[src/rtl/sas_pkg.sv]
// Summary of operation
// - Conversion clock from 6-bit divider setting
// - Sample period is acquisition plus 14 clocks
// - Software trigger: clearing sample request converts
// - All-ones trigger code selects auto-convert
// - Auto-convert counts sample-time clocks before converting
// - Sample time one gives exactly one clock
// - Auto-sample enable starts sampling without software
// - Samples-per-irq sets conversions per interrupt
// - After count: store results, set flags
// - Module on keeps converter powered unless it powers down in sleep
// - Module off disables digital and analog parts
// - Sleep stops non-RC converter clocks, held low
// - Sleep aborts a non-RC conversion, never resumed
// - Registers keep contents across sleep
// - Sleep conversion only with RC clock
// - RC clock: wait one instruction cycle
// - Sleep-time sequence completion sets done flag
// - Sleep completion with interrupt enabled wakes
// - Else power down, module-on stays set
package sas_pkg;
  // Register byte offsets
  localparam logic [7:0] SAS_ADDR_CTRL = 8'h00;
  localparam logic [7:0] SAS_ADDR_CFG = 8'h04;
  localparam logic [7:0] SAS_ADDR_STAT = 8'h08;
  localparam logic [7:0] SAS_ADDR_CHAN = 8'h0c;
  localparam logic [7:0] SAS_ADDR_BUF = 8'h40;
  // Control field positions
  localparam int SAS_CTRL_ON = 0;
  localparam int SAS_CTRL_AUTO_SAMPLE_EN = 1;
  localparam int SAS_CTRL_SAMPLE_REQUEST = 2;
  localparam int SAS_CTRL_RC = 3;
  localparam int SAS_CTRL_TRIG = 4;
  localparam int SAS_CTRL_IRQEN = 7;
  // Configuration field positions
  localparam int SAS_CFG_DIV = 0;
  localparam int SAS_CFG_SAMPLE_TIME_COUNT = 8;
  localparam int SAS_CFG_SAMPLES_PER_IRQ = 16;
  // Status field positions
  localparam int SAS_STAT_DONE = 0;
  localparam int SAS_STAT_IRQF = 1;
  localparam int SAS_STAT_PDOWN = 2;
  localparam int SAS_STAT_STATE = 4;
  localparam int SAS_STAT_IDX = 8;
  // Trigger codes
  localparam logic [2:0] SAS_TRIG_SW = 3'h0;
  localparam logic [2:0] SAS_TRIG_AUTO = 3'h7;
  // Reset values
  localparam logic [5:0] SAS_DIV_RST = 6'h00;
  localparam logic [4:0] SAS_SAMPLE_TIME_COUNT_RST = 5'h00;
  localparam logic [3:0] SAS_SAMPLES_PER_IRQ_RST = 4'h0;
  // Timing
  localparam int SAS_CONV_TADS = 14;
  localparam int SAS_CLK_NS = 10;
  localparam int SAS_TCY_NS = 20;
  localparam int SAS_TCY_CLKS = (SAS_TCY_NS + SAS_CLK_NS - 1) / SAS_CLK_NS;
  localparam int SAS_RC_TAD_NS = 1500;
  localparam int SAS_RC_TAD_CLKS = SAS_RC_TAD_NS / SAS_CLK_NS;
  localparam int SAS_RES_BITS = 12;

  typedef enum logic [1:0] {SAS_IDLE, SAS_SAMPLE, SAS_RCWAIT, SAS_CONV} sas_state_t;

  typedef struct packed {
    logic power_en;
    logic sample;
    logic convert;
    logic conv_clk;
    logic [3:0] channel;
    logic [SAS_RES_BITS-1:0] dac_code;
  } sas_ana_t;
endpackage

[src/rtl/sas_tad_gen.sv]
`timescale 1ns/1ns
module sas_tad_gen import sas_pkg::*; #(
  parameter int CW = 8
) (
  // Clock and reset
  input wire logic clock,
  input wire logic rst_n,
  // Control
  input wire logic en,
  input wire logic restart,
  input wire logic [CW-1:0] period_m1,
  // Tick
  output logic tick
);
  if (CW < 8) begin : g_chk
    $error("sas_tad_gen: CW must hold the RC period");
  end

  logic [CW-1:0] cnt_q;
  logic [CW-1:0] cnt_d;
  logic wrap;

  assign wrap = (cnt_q >= period_m1);
  // Restart only clears the count; gating the tick with it loops back through the sequencer
  assign tick = en & wrap;
  assign cnt_d = (!en || restart || wrap) ? '0 : cnt_q + 1'b1;

  // Stopped counter holds the clock low
  always_ff @(posedge clock or negedge rst_n) begin
    if (!rst_n) cnt_q <= '0;
    else cnt_q <= cnt_d;
  end
endmodule // sas_tad_gen

[src/rtl/sas_sar.sv]
`timescale 1ns/1ns
module sas_sar import sas_pkg::*; #(
  parameter int WIDTH = SAS_RES_BITS
) (
  // Clock and reset
  input wire logic clock,
  input wire logic rst_n,
  // Control
  input wire logic start,
  input wire logic abort,
  input wire logic tick,
  input wire logic cmp,
  // Result
  output logic done,
  output logic [WIDTH-1:0] code,
  output logic [WIDTH-1:0] dac
);
  if (WIDTH < 2 || WIDTH > SAS_CONV_TADS - 2) begin : g_chk
    $error("sas_sar: WIDTH must leave room in the conversion");
  end

  logic [3:0] cnt_q;
  logic [WIDTH-1:0] code_q;
  logic [WIDTH-1:0] trial;
  logic deciding;
  logic last;

  assign deciding = (cnt_q < 4'(WIDTH));
  assign last = (cnt_q == 4'(SAS_CONV_TADS - 1));
  assign trial = deciding ? WIDTH'(1) << (WIDTH - 1 - int'(cnt_q)) : '0;
  assign dac = code_q | trial;
  assign code = code_q;
  assign done = tick & last & ~abort;

  always_ff @(posedge clock or negedge rst_n) begin
    if (!rst_n) begin
      cnt_q <= '0;
      code_q <= '0;
    end else if (start || abort) begin
      cnt_q <= '0;
      code_q <= '0;
    end else if (tick && !last) begin
      cnt_q <= cnt_q + 4'h1;
      if (deciding && cmp) code_q <= code_q | trial;
    end
  end
endmodule // sas_sar

[src/rtl/sas_adc_seq.sv]
`timescale 1ns/1ns
module sas_adc_seq import sas_pkg::*; #(
  parameter int DEPTH = 16
) (
  // Clock and reset
  input wire logic clock,
  input wire logic rst_n,
  // APB slave
  input wire logic [7:0] paddr,
  input wire logic psel,
  input wire logic penable,
  input wire logic pwrite,
  input wire logic [31:0] pwdata,
  output logic [31:0] prdata,
  output logic pready,
  output logic pslverr,
  // Processor side
  input wire logic cpu_sleep,
  output logic done_flag,
  output logic conv_irq_flag,
  output logic wake_req,
  // Analog side
  input wire logic cmp_in,
  output sas_ana_t ana
);
  if (DEPTH != 16) begin : g_chk
    $error("sas_adc_seq: DEPTH must match the 4-bit sample count");
  end

  // Control registers
  logic on_q;
  logic auto_sample_en_q;
  logic sample_request_q;
  logic sample_request_d;
  logic rc_q;
  logic irqen_q;
  logic [2:0] trig_q;
  logic [5:0] div_q;
  logic [4:0] sample_time_count_q;
  logic [3:0] samples_per_irq_q;
  logic [3:0] chan_q;

  // Status and sequencing
  logic done_q;
  logic done_d;
  logic irqf_q;
  logic irqf_d;
  logic pdown_q;
  logic pdown_d;
  logic wake_q;
  logic [3:0] idx_q;
  logic [3:0] idx_d;
  logic [4:0] samcnt_q;
  logic [1:0] rcw_q;
  sas_state_t state_q;
  sas_state_t state_d;
  logic [SAS_RES_BITS-1:0] buf_q [DEPTH];
  sas_ana_t ana_q;
  sas_ana_t ana_d;

  // Bus
  logic [31:0] prdata_q;
  logic slverr_q;
  logic [31:0] rd_data;
  logic wr;
  logic setup;
  logic hit_ctrl;
  logic hit_cfg;
  logic hit_stat;
  logic hit_chan;
  logic hit_buf;
  logic wr_ctrl;
  logic wr_cfg;
  logic wr_stat;
  logic wr_chan;

  // Comparator synchroniser
  logic cmp_s1_q;
  logic cmp_s2_q;

  // Event wires
  logic run;
  logic sleep_halt;
  logic tad_tick;
  logic trig_end;
  logic sample_request_start;
  logic sar_start;
  logic sar_done;
  logic seq_done;
  logic last_sample;
  logic set_done;
  logic rcw_end;
  logic [7:0] tad_period;
  logic [SAS_RES_BITS-1:0] sar_code;
  logic [SAS_RES_BITS-1:0] sar_dac;

  // APB decode, zero wait states
  assign setup = psel & ~penable;
  assign wr = psel & penable & pwrite;
  assign hit_ctrl = (paddr == SAS_ADDR_CTRL);
  assign hit_cfg = (paddr == SAS_ADDR_CFG);
  assign hit_stat = (paddr == SAS_ADDR_STAT);
  assign hit_chan = (paddr == SAS_ADDR_CHAN);
  assign hit_buf = (paddr[7:6] == SAS_ADDR_BUF[7:6]) && (paddr[1:0] == 2'h0);
  assign wr_ctrl = wr & hit_ctrl;
  assign wr_cfg = wr & hit_cfg;
  assign wr_stat = wr & hit_stat;
  assign wr_chan = wr & hit_chan;
  assign pready = 1'b1;
  assign prdata = prdata_q;
  assign pslverr = slverr_q;

  assign rd_data =
    hit_ctrl ? {24'h0, irqen_q, trig_q, rc_q, sample_request_q, auto_sample_en_q, on_q} :
    hit_cfg ? {12'h0, samples_per_irq_q, 3'h0, sample_time_count_q, 2'h0, div_q} :
    hit_stat ? {20'h0, idx_q, 2'h0, state_q, 1'b0, pdown_q, irqf_q, done_q} :
    hit_chan ? {28'h0, chan_q} :
    hit_buf ? {20'h0, buf_q[paddr[5:2]]} :
    32'h0;

  // Read data captured in setup so it comes from flops
  always_ff @(posedge clock or negedge rst_n) begin
    if (!rst_n) begin
      prdata_q <= 32'h0;
      slverr_q <= 1'b0;
    end else if (setup) begin
      prdata_q <= pwrite ? 32'h0 : rd_data;
      slverr_q <= ~(hit_ctrl | hit_cfg | hit_stat | hit_chan | hit_buf);
    end
  end

  // Configuration writes; nothing here looks at sleep
  always_ff @(posedge clock or negedge rst_n) begin
    if (!rst_n) begin
      on_q <= 1'b0;
      auto_sample_en_q <= 1'b0;
      rc_q <= 1'b0;
      irqen_q <= 1'b0;
      trig_q <= SAS_TRIG_SW;
    end else if (wr_ctrl) begin
      on_q <= pwdata[SAS_CTRL_ON];
      auto_sample_en_q <= pwdata[SAS_CTRL_AUTO_SAMPLE_EN];
      rc_q <= pwdata[SAS_CTRL_RC];
      irqen_q <= pwdata[SAS_CTRL_IRQEN];
      trig_q <= pwdata[SAS_CTRL_TRIG +: 3];
    end
  end

  always_ff @(posedge clock or negedge rst_n) begin
    if (!rst_n) begin
      div_q <= SAS_DIV_RST;
      sample_time_count_q <= SAS_SAMPLE_TIME_COUNT_RST;
      samples_per_irq_q <= SAS_SAMPLES_PER_IRQ_RST;
    end else if (wr_cfg) begin
      div_q <= pwdata[SAS_CFG_DIV +: 6];
      sample_time_count_q <= pwdata[SAS_CFG_SAMPLE_TIME_COUNT +: 5];
      samples_per_irq_q <= pwdata[SAS_CFG_SAMPLES_PER_IRQ +: 4];
    end
  end

  // Changing channel mid-sample restarts nothing; caller must resample
  always_ff @(posedge clock or negedge rst_n) begin
    if (!rst_n) chan_q <= 4'h0;
    else if (wr_chan) chan_q <= pwdata[3:0];
  end

  // Converter may run
  assign sleep_halt = cpu_sleep & ~rc_q;
  assign run = on_q & ~pdown_q & ~sleep_halt;

  // Conversion clock source
  assign tad_period = rc_q ? 8'(SAS_RC_TAD_CLKS - 1) : {2'h0, div_q};

  sas_tad_gen #(
    .CW(8)
  ) u_tad (
    .clock(clock),
    .rst_n(rst_n),
    .en(run),
    .restart(sample_request_start | sar_start),
    .period_m1(tad_period),
    .tick(tad_tick)
  );

  // Acquisition end
  assign trig_end =
    ((trig_q == SAS_TRIG_SW) & ~sample_request_q) |
    ((trig_q == SAS_TRIG_AUTO) & tad_tick & ((samcnt_q + 5'h1) >= sample_time_count_q));
  assign rcw_end = (rcw_q == 2'(SAS_TCY_CLKS - 1));

  always_comb begin
    state_d = state_q;
    sample_request_start = 1'b0;
    if (!run) begin
      state_d = SAS_IDLE;
    end else begin
      unique case (state_q)
        SAS_IDLE: begin
          if (auto_sample_en_q || sample_request_q) begin
            state_d = SAS_SAMPLE;
            sample_request_start = 1'b1;
          end
        end
        SAS_SAMPLE: begin
          if (trig_end) begin
            state_d = rc_q ? SAS_RCWAIT : SAS_CONV;
          end
        end
        SAS_RCWAIT: begin
          if (rcw_end) begin
            state_d = SAS_CONV;
          end
        end
        SAS_CONV: begin
          if (sar_done) begin
            // Power-down at completion beats the auto restart
            state_d = (auto_sample_en_q && !pdown_d) ? SAS_SAMPLE : SAS_IDLE;
            sample_request_start = auto_sample_en_q & ~pdown_d;
          end
        end
      endcase
    end
  end

  assign sar_start = (state_d == SAS_CONV) && (state_q != SAS_CONV);

  always_ff @(posedge clock or negedge rst_n) begin
    if (!rst_n) state_q <= SAS_IDLE;
    else state_q <= state_d;
  end

  // Acquisition clock count
  always_ff @(posedge clock or negedge rst_n) begin
    if (!rst_n) samcnt_q <= 5'h0;
    else if (sample_request_start) samcnt_q <= 5'h0;
    else if (tad_tick && state_q == SAS_SAMPLE) samcnt_q <= samcnt_q + 5'h1;
  end

  // One instruction cycle before an RC conversion
  always_ff @(posedge clock or negedge rst_n) begin
    if (!rst_n) rcw_q <= 2'h0;
    else if (state_q == SAS_RCWAIT) rcw_q <= rcw_q + 2'h1;
    else rcw_q <= 2'h0;
  end

  // Sample request: hardware set on auto start, cleared at conversion
  always_comb begin
    sample_request_d = sample_request_q;
    if (wr_ctrl) sample_request_d = pwdata[SAS_CTRL_SAMPLE_REQUEST];
    if (sar_start && trig_q != SAS_TRIG_SW) sample_request_d = 1'b0;
    if (sample_request_start && auto_sample_en_q) sample_request_d = 1'b1;
  end

  always_ff @(posedge clock or negedge rst_n) begin
    if (!rst_n) sample_request_q <= 1'b0;
    else sample_request_q <= sample_request_d;
  end

  // Comparator from analog domain
  // Trial to decision takes three clocks, so a period needs four
  always_ff @(posedge clock or negedge rst_n) begin
    if (!rst_n) begin
      cmp_s1_q <= 1'b0;
      cmp_s2_q <= 1'b0;
    end else begin
      cmp_s1_q <= cmp_in;
      cmp_s2_q <= cmp_s1_q;
    end
  end

  sas_sar #(
    .WIDTH(SAS_RES_BITS)
  ) u_sar (
    .clock(clock),
    .rst_n(rst_n),
    .start(sar_start),
    .abort(~run),
    .tick(tad_tick & (state_q == SAS_CONV)),
    .cmp(cmp_s2_q),
    .done(sar_done),
    .code(sar_code),
    .dac(sar_dac)
  );

  // Sequence count and flags
  assign seq_done = sar_done & (state_q == SAS_CONV);
  assign last_sample = (idx_q == samples_per_irq_q);
  assign set_done = seq_done & last_sample;
  assign idx_d = !on_q ? 4'h0 :
    seq_done ? (last_sample ? 4'h0 : idx_q + 4'h1) : idx_q;

  // Set wins over a clear in the same cycle
  assign done_d = set_done | (done_q & ~(wr_stat & pwdata[SAS_STAT_DONE]));
  assign irqf_d = set_done | (irqf_q & ~(wr_stat & pwdata[SAS_STAT_IRQF]));

  // Powered down until sleep ends or the module is turned off
  assign pdown_d = (set_done & cpu_sleep & ~irqen_q) |
    (pdown_q & cpu_sleep & on_q);

  always_ff @(posedge clock or negedge rst_n) begin
    if (!rst_n) begin
      idx_q <= 4'h0;
      done_q <= 1'b0;
      irqf_q <= 1'b0;
      pdown_q <= 1'b0;
      wake_q <= 1'b0;
    end else begin
      idx_q <= idx_d;
      done_q <= done_d;
      irqf_q <= irqf_d;
      pdown_q <= pdown_d;
      wake_q <= set_done & cpu_sleep & irqen_q;
    end
  end

  // Result buffer; aborted conversions never reach it
  always_ff @(posedge clock) begin
    if (seq_done) buf_q[idx_q] <= sar_code;
  end

  assign done_flag = done_q;
  assign conv_irq_flag = irqf_q;
  assign wake_req = wake_q;

  // Analog controls, all registered
  always_comb begin
    ana_d.power_en = on_q & ~pdown_q;
    ana_d.sample = run & (state_q == SAS_SAMPLE);
    ana_d.convert = run & (state_q == SAS_CONV);
    ana_d.conv_clk = tad_tick;
    ana_d.channel = chan_q;
    ana_d.dac_code = (state_q == SAS_CONV) ? sar_dac : '0;
  end

  always_ff @(posedge clock or negedge rst_n) begin
    if (!rst_n) ana_q <= '0;
    else ana_q <= ana_d;
  end

  assign ana = ana_q;
endmodule // sas_adc_seq

[config.mk]
export PLATFORM = sky130hd
export DESIGN_NAME = sas_adc_seq
export DESIGN_NICKNAME = d
export VERILOG_FILES = /design/src/rtl/sas_pkg.sv /design/src/rtl/sas_tad_gen.sv /design/src/rtl/sas_sar.sv /design/src/rtl/sas_adc_seq.sv
export SDC_FILE = /design/constraint.sdc
export NUM_CORES = 1
export LEC_CHECK = 0
export BUFFER_PORTS_ARGS = -buffer_cell sky130_fd_sc_hd__buf_2
export CAP_MARGIN = 20
export CORE_ASPECT_RATIO = 0.9
export CORE_UTILIZATION = 60
export CTS_CLUSTER_DIAMETER = 40
export CTS_CLUSTER_SIZE = 16
export DETAILED_ROUTE_END_ITERATION = 8
export PLACE_DENSITY = 0.9
export SLEW_MARGIN = 25
export SYNTH_ARGS = -nofsm -noshare
export SYNTH_HDL_FRONTEND = slang
export SYNTH_HIERARCHICAL = 1
export SYNTH_SLANG_ARGS = --single-unit
[constraint.sdc]
create_clock -name clock -period 5 [get_ports clock]
set_clock_uncertainty 0.2 [all_clocks]
set_input_delay 1.5 -clock clock [delete_from_list [all_inputs] [get_ports clock]]
set_output_delay 1.5 -clock clock [all_outputs]
set_load 0.03 [all_outputs]
# Word level (Yosys, flattened, before mapping)
# Memories as Yosys holds them, arrays and structs flattened.
# Cells that the tools add are included.
# W data, S select, Z words.
# word_totals
register_bits,123
ram_bits,192
input_bits,47
word_cells,171
memories,1
# op_classes
n_addsub,6
order_cmp,3
eq_ne,14
shifts,1
mux,38
n_bitwise,52
n_reduce_logical,25
# mem_list
name,depth,word_bits,read_ports,rd_clocked_by_memory_dff,wr,line_no,rtl
buf_q,16,12,1,0,1,sas_adc_seq.sv:57,logic [SAS_RES_BITS-1:0] buf_q [DEPTH];
# ops
operator,count
$mux W12,8
$mux W20,3
$shl A1 B32 Y12 const A,1
$and A1 B1 Y1,31
$mux W4,5
$eq A8 B4 Y1 const B,2
$mux W8,2
$mux W2,6
$or A12 B12 Y12,1
$not A1 Y1,11
$mux W1,10
$mux W5,2
$or A1 B1 Y1,9
$add A4 B1 Y4 const B,2
$add A8 B1 Y8 const B,1
$eq A8 B3 Y1 const B,1
$ge A8 B8 Y1,1
$logic_and A1 B1 Y1,8
$logic_not A8 Y1,1
$pmux W2 S4,1
$eq A2 B1 Y1 const B,3
$eq A2 B2 Y1 const B,3
$reduce_bool A2 Y1,3
$reduce_bool A3 Y1,2
other kinds (16),22

# Longest topological paths before layout
# Gate-level depths: netlist of run 1.
# logic_depth
word_depth,25
ltp_mapped,21
ltp_nobuf,20

# Hierarchy
# Netlist of run 1, hierarchy kept.
# modules_own_cells
mod,instances,cells_each,area_each_um2,seq_area_each_um2
sas_adc_seq,1,690,11587.4,7867.5
sas_sar,1,89,864.6,400.4
sas_tad_gen,1,60,574.3,200.2

# Worst setup path after synthesis of run 1
# No wires, ideal clock.
# synth_path
path_type,input -> register
from,input port cpu_sleep
to,"memory buf_q[3][0], enable pin"
setup_time_ns,0.396
arrival_ns,3.928
required_time_ns,4.404
setup_slack_ns,0.476
stages,11
n_path_buf,2
cell_sequence,nor2b_1 nand2b_1 clkbuf_1 inv_1 o21a_1 and2_1 and4b_1 and2_1 clkbuf_1 nand2_1 nor3_1
# synth_rtl
item,line_no,rtl
"start, declared",sas_adc_seq.sv:18,"input wire logic cpu_sleep,"
"end, declared",sas_adc_seq.sv:57,

==> results by group, run 1 <==
Synthesis
  – Sequential area share after synthesis: about 65%
  – Cell with the most instances after synthesis: edfxtp_1
  – Distinct cell type count after synthesis: between 70 and 80
  – Leading post-synthesis cells by cell area: edfxtp_1 44%, dfrtp_1 21%, mux4_2 8.1%, ha_1 2.7%, mux2_1 2.4%
  – Synth Flop Type: edfxtp_1
  – Post-synth top area share: between 40 and 50%
  – List of most frequent post-synthesis cells: 192 x edfxtp_1, 108 x dfrtp_1, 56 x nor2_1
  – Number of synthesized flops with an enable pin: roughly 190
  – Yosys top cell by area: edfxtp_1
  – Yosys reg bits: 300
  – Gate Count Post-Synth: about 840
  – Synth Cell Area: ~0.013 mm^2
  – Mapped Avg Cell Area: approximately 16 um^2
  – Async set or reset register ratio after synthesis: 36.00%
  – Synth Warn #: 6

Final layout
  – Final core occ: between 70 and 80%
  – Final instance area: around 0.015 mm^2
  – Share of cells above drive strength 1: 24.35%
  – Fillers: 1,272
  – Flip-flop and latch area: 0.008468 mm^2
  – Area occupied by multi-input gates: ~0.0042 mm^2
  – Non-Filler Instances: around 1,200
  – Final-stage net count: 1,007
  – Area Growth Syn to Fin: 13.68%
  – Ant. Diodes: 0

Drt
  – Via density: around 6.5
  – DRC: 0
  – First drt pass iteration count: 6
  – Drt total wl: about 32,000 um
  – DR vias: approximately 8,000
  – DRT antenna net count: 0
  – Drt wl/cell: 25.83 um
  – Initial DRC count: about 1,100

Min path
  – Hold WC Path Type: flop to flop

Worst setup path
  – CP max FO: 13
  – Crit start category: flop
  – CP Capture Type: flop
  – Req. time, crit path: between 5000 and 6000 ps
  – Crit Path Class: flop to flop
  – Worst path arrival time: about 5000 ps

Pwr
  – Switching part of the total: a little under a quarter
  – Net Switching: 1.188 mW
  – Pint: just over 4 mW
  – Seq pwr share: 50.4%
  – VDD IR max: ~0.24 mV
  – Clk pwr share: between 40% and 50%
  – Tot Pwr: roughly 5.2 mW
  – Leak: 6.418 nW
  – PD cells: around 350 mW/mm^2
  – Comb power frac: under 10%

STA
  – Endpoints failing hold: 0
  – Relative slew margins: roughly two fifths
  – Fmax: between 200 and 250 MHz
  – Final setup viols: 0
  – Final Slew Violations: 0
  – Slew @ Worst Pin: between 900 and 1000 ps
  – Setup TNS: 0 ps
  – RSZ-0062 raised after global routing: no
  – Fin crit share: between 90% and 100%
  – PnR worst setup slack: around 250 ps
  – Worst Hold Slack: 151.4 ps
  – Final Critical Period: ~4800 ps

CTS
  – CTS clk-pin slew, worst paths: around 70 ps
  – Cts-stage hold buffer count: 0
  – Setup Fix Bufs, Post-CTS: 0
  – Num CTS Buffers: 31
  – Clk sinks: 300
  – CTS max path bufs: 3
  – Later-pin clock latency in the skew report: about 580 ps
  – CTS Root Cell: clkbuf_16
  – CTS tree: done
  – H-tree depth: 1
  – CTS resizes: 0

Place
  – Detail Placement HPWL: approximately 19,000 um
  – # placed instances: between 1,000 and 1,500
  – Dpl cell area: approximately 0.014 mm^2
  – Placer Congestion: 0.8704
  – Setup WS pre-CTS: -16.98 ps
  – Number of port buffers: 72

GRT
  – Initial antenna violation count: 0
  – Gr usage total: between 30% and 40%
  – Largest net degree at the start of global routing: 55
  – First-pass GRT wire length: 49,070 um
  – Vias in the first global route: between 8,000 and 9,000
  – Grt total ovfl: 0

Flow run
  – Max_cap viols: 0

Die
  – Die Width: between 150 and 200 um
  – Core footprint: between 0.02 and 0.025 mm^2
  – Initial Utilization: just over 60%
  – IO Pins: ~100
  – Chip Height: 141.8 um
  – Die ar.: roughly 0.022 mm^2
  – Num rows: 50

Outcome
  – Status: finished, final reports clean
## per-layer routing
layer	global-route usage, %	share of wire [%]	vias to the layer above	wire (um)
li1	-	-	3361	-
met1	42.07	38	4041	12330
met2	49.07	49	561	15870
met3	4.429	9.1	90	2914
met4	9.607	3.1	0	993
met5	0	0	-	0
## worst paths after layout
kind | start | end | slack, ps | depth (start not counted)
max | rc_q$_DFFE_PN0P_ | u_sar/code[5]$_DFFE_PN0P_ | 250 | 17
min | cmp_s1_q$_DFF_PN0_ | cmp_s2_q$_DFF_PN0_ | 150 | 0
max reg2reg | rc_q$_DFFE_PN0P_ | u_sar/code[5]$_DFFE_PN0P_ | 250 | 17
min reg2reg | cmp_s1_q$_DFF_PN0_ | cmp_s2_q$_DFF_PN0_ | 150 | 0
max in group asynchronous | rst_n | prdata[5]$_DFFE_PN0P_ | 2930 | 2
min in group asynchronous | rst_n | u_tad/cnt_q[6]$_DFF_PN0_ | 770 | 1
## registers in the layout, summed over array words and instances, names as in the netlist, 4 cells and up
name	flops
buf_q	192
sample_time_count_q	5
samples_per_irq_q	4
ana	20
chan_q	4
idx_q	4
u_sar/cnt_q	4
u_tad/cnt_q	8
u_sar/code	12
prdata	17
samcnt_q	5
div_q	6
## power by group through the flow
| stage | Sequential (mW) | Combinational, mW | Clock [mW] |
|---|---|---|---|
| finish | 2.63 | 0.148 | 2.44 |
| global route | 2.63 | 0.159 | 2.53 |
| CTS | 2.63 | 0.148 | 2.44 |
| detailed placement | 2.68 | 0.145 | 0 |
| global placement | 2.68 | 0.142 | 0 |
| floorplan | 2.68 | 0.101 | 0 |
## cell type report
type	count	area share [%]
Tap cell	286	2.417
Clock buffer	39	6.227
Timing Repair Buffer	101	3.937
Sequential cell	300	57.19
Inverter	28	0.7098
Multi-Input combinational cell	470	28.30
Clock inverter	19	1.225
## critical path: stages, from the launching register on
cell	delay (ps)
dfrtp_1	520
or2_2	350
inv_1	60
ha_1	240
a211o_1	270
a31oi_2	250
nor3_1	80
o21a_1	330
and2_1	260
and4b_1	250
nor2b_1	190
a2111oi_0	140
a211oi_1	310
o31a_1	280
and3_1	180
or2_0	330
buf_4	280
nor2_1	100
## layout by cell type (no fill, tap or decap), types with 8 or more instances in the layout
cell type  netlist  routed
a31oi_1         15      15
nand3_1         17      17
buf_4           21      31
nor2_1          56      56
xnor2_1         10      10
nor2b_1         13      13
dfrtp_1        108     108
and2_1          18      18
ha_1            28      28
nand2_1         34      34
conb_1           2      17
nand2b_1        11      11
edfxtp_1       192     192
and3_1           9       9
a21oi_1          9       9
mux2_1          28      28
clkbuf_16        0      36
inv_1           25      25
xor2_1           8       8
mux2i_1         18      18
mux4_2          47      47
a31o_2           8       8
o22ai_1          8       8
a21o_1          12      12
buf_2           11      70
## cells by family after synthesis
family | after synthesis | share of synthesized area (%)
buffers and inverters | 84 | 3.371
xor gates and xnor gates | 18 | 1.210
muxes | 102 | 13.40
other | 2 | 0.05765
and+or+nand+nor | 196 | 7.905
adders and majority gates | 28 | 2.689
AOI/OAI and AO/OA | 109 | 6.359
DFF | 300 | 65.01
(Power assumes the default switching activity.)
==> run 2: changes to the inputs <==
- CORE_UTILIZATION: 60 -> 54
- PLACE_DENSITY: 0.9 -> 0.86
- clock period: 5 -> 3.88 ns (I/O delays scaled with it)
==> results by group, run 2 (synthesis gave the netlist of run 1 again) <==
Die
  – Die Width: 165.7 um (was 157.3 um)
  – Die ar.: 0.02475 mm^2 (was 0.02230 mm^2)
  – Num rows: 53 (was 50)
  – Chip Height: 149.3 um (was 141.8 um)
  – IO Pins: 104 (unchanged)
  – Initial Utilization: 55.33% (was 61.97%)
  – Core footprint: 0.02354 mm^2 (was 0.02102 mm^2)

STA
  – RSZ-0062 raised after global routing: yes (was no)
  – Final Critical Period: 3907 ps (was 4752 ps)
  – Endpoints failing hold: 0 (unchanged)
  – Final Slew Violations: 0 (unchanged)
  – Relative slew margins: 48.36% (was 39.70%)
  – PnR worst setup slack: -26.74 ps (was 248.0 ps)
  – Fmax: 256.0 MHz (was 210.4 MHz)
  – Fin crit share: 100.7% (was 95.04%)
  – Slew @ Worst Pin: 755.1 ps (was 904.5 ps)
  – Final setup viols: 8 (was 0)

Final layout
  – Share of cells above drive strength 1: 30.44% (was 24.35%)
  – Area occupied by multi-input gates: 0.004390 mm^2 (was 0.004190 mm^2)
  – Fillers: 1,467 (was 1,272)
  – Max FFs per register: 192 (unchanged)
  – Area Growth Syn to Fin: 17.83% (was 13.68%)
  – Final-stage net count: 1,043 (was 1,007)
  – Biggest register: buf_q (unchanged)
  – Most common cell after layout, fill and taps aside: edfxtp_1 (unchanged)
  – Flip-flop and latch area: 0.008469 mm^2 (was 0.008468 mm^2)
  – Non-Filler Instances: 1,296 (was 1,243)
  – Final instance area: 0.01535 mm^2 (was 0.01481 mm^2)
  – Most frequent cells in the layout: 192 x edfxtp_1, 107 x dfrtp_1, 70 x buf_2, 60 x buf_4, 47 x mux4_2 (was 192 x edfxtp_1, 108 x dfrtp_1, 70 x buf_2, 56 x nor2_1, 47 x mux4_2)

GRT
  – Vias in the first global route: 7,861 (was 8,055)
  – First-pass GRT wire length: 46,460 um (was 49,070 um)
  – Gr usage total: 25.03% (was 30.04%)
  – Largest net degree at the start of global routing: 45 (was 55)
  – Initial antenna violation count: 1 (was 0)
  – Grt total ovfl: 0 (unchanged)

Flow run
  – Max_cap viols: 0 (unchanged)

Worst setup path
  – Worst path arrival time: 4130 ps (was 5010 ps)
  – CP Capture Type: flop (unchanged)
  – Crit path from: rc_q$_DFFE_PN0P_ (unchanged)
  – CP max FO: 8 (was 13)
  – Crit Path Class: flop to flop (unchanged)
  – Req. time, crit path: 4100 ps (was 5250 ps)
  – FF-to-FF Start: rc_q$_DFFE_PN0P_ (unchanged)
  – Crit start category: flop (unchanged)

CTS
  – Later-pin clock latency in the skew report: 550 ps (was 580 ps)
  – Clk sinks: 300 (unchanged)
  – Cts-stage hold buffer count: 0 (unchanged)
  – CTS clk-pin slew, worst paths: 70 ps (about the same)
  – CTS Root Cell: clkbuf_16 (unchanged)
  – CTS tree: done (unchanged)
  – H-tree depth: 1 (unchanged)
  – CTS max path bufs: 3 (unchanged)
  – Num CTS Buffers: 31 (unchanged)

Drt
  – Via density: 6.218 (was 6.479)
  – Drt total wl: 31,110 um (was 32,110 um)
  – Drt wl/cell: 24.01 um (was 25.83 um)
  – DRT antenna net count: 0 (unchanged)
  – DRC: 24 (was 0)
  – First drt pass iteration count: 7 (was 6)
  – DR vias: 8,058 (was 8,053)
  – Initial DRC count: 871 (was 1,142)

Pwr
  – Leak: 6.726 nW (was 6.418 nW)
  – PD cells: 437.0 mW/mm^2 (was 352.0 mW/mm^2)
  – VDD IR max: 0.3082 mV (was 0.2437 mV)

Min path
  – Beginning of the worst hold path: cmp_s1_q$_DFF_PN0_ (unchanged)
  – Hold WC Path Type: flop to flop (unchanged)

Place
  – Dpl cell area: 0.01402 mm^2 (was 0.01370 mm^2)
  – Number of port buffers: 72 (unchanged)
  – # placed instances: 1,230 (was 1,185)
  – Detail Placement HPWL: 19,480 um (was 19,420 um)
  – Placer Congestion: 0.8471 (was 0.8704)

Outcome
  – Failing checks: DRC, setup timing
  – Status: finished, violations left (was finished, final reports clean)
-- run 2: changes by cell type in the layout (fill, tap and decap cells not counted), sizes merged --
cell      before  now
diode          0    2
buf          101  137
inv           39   35
clkinv         7   10
clkinvlp       1    2
clkbuf        39   35
bufinv         0    3
-- run 2: final cells by class --
type | instances | share of cell area [%]
Clock buffer | 35 | 5.429
Inverter | 28 | 0.6848
Tap cell | 302 | 2.462
Multi-Input combinational cell | 470 | 28.61
Antenna cell | 2 | 0.03261
Clock inverter | 22 | 1.704
Sequential cell | 300 | 55.18
Timing Repair Buffer | 137 | 5.902
-- run 2: path summary, 6_finish.rpt --
kind | to | slack [ps] | depth (start not counted)
setup / recovery | u_tad/cnt_q[0]$_DFF_PN0_ | -30 | 18
hold / removal | cmp_s2_q$_DFF_PN0_ | 150 | 0
setup reg to reg | u_tad/cnt_q[0]$_DFF_PN0_ | -30 | 18
hold reg to reg | cmp_s2_q$_DFF_PN0_ | 150 | 0
max in group asynchronous | wake_req$_DFF_PN0_ | 2340 | 2
min in group asynchronous | u_tad/cnt_q[1]$_DFF_PN0_ | 410 | 1
-- run 2: worst max-delay path, cell delays in order (launching register included) --
cell and delay [ps]:
dfrtp_2 440, or2_4 250, ha_4 260, nand2b_4 120, a31oi_4 100, nor3_2 210, o21a_1 250, and2_4 170
and4b_2 280, buf_6 130, a31oi_4 70, a41oi_2 170, o21ai_1 130, nor4_2 420, a31o_1 170, inv_2 50
o2111a_1 160, o31ai_4 130, nor2_1 90
-- run 2: metal layers --
layer | vias up | part of all wire (%) | track usage (%)
met5 | - | 0.22 | 1.976
met4 | 2 | 3.2 | 7.617
met3 | 88 | 10 | 4.908
met2 | 493 | 47 | 39.79
met1 | 4044 | 39 | 35.23
li1 | 3431 | - | -
-- run 2: what timing repair did --
item	CTS	global route
setup endpoints to repair	24	24
buffers inserted	2	5
pin swaps	4	23
resized for setup	5	40
gates cloned	0	0
endpoints found under the hold margin	0	0
-- run 2: report_power, final --
group          internal, mW  switching [mW]  total, mW
clock network          1.79            1.32       3.11
logic                0.0749           0.135      0.210
registers              3.38         0.00699       3.39
total                  5.25            1.46       6.71
-- run 2: metrics by stage --
stage	setup TNS [ps]	worst slack, ps	utilization (%)	hold slack, ps	total power, mW
after floorplan	-306.4	-32.85	-	131.2	3.586
after global placement	-3390	-208.7	59.54	131.2	3.650
after detailed placement	-4417	-278.9	59.54	138.1	3.654
after CTS	0	28.24	64.32	153.3	6.734
after global routing	-1446	-133.3	65.18	156.6	6.873
final	-136.0	-26.74	65.20	152.0	6.708
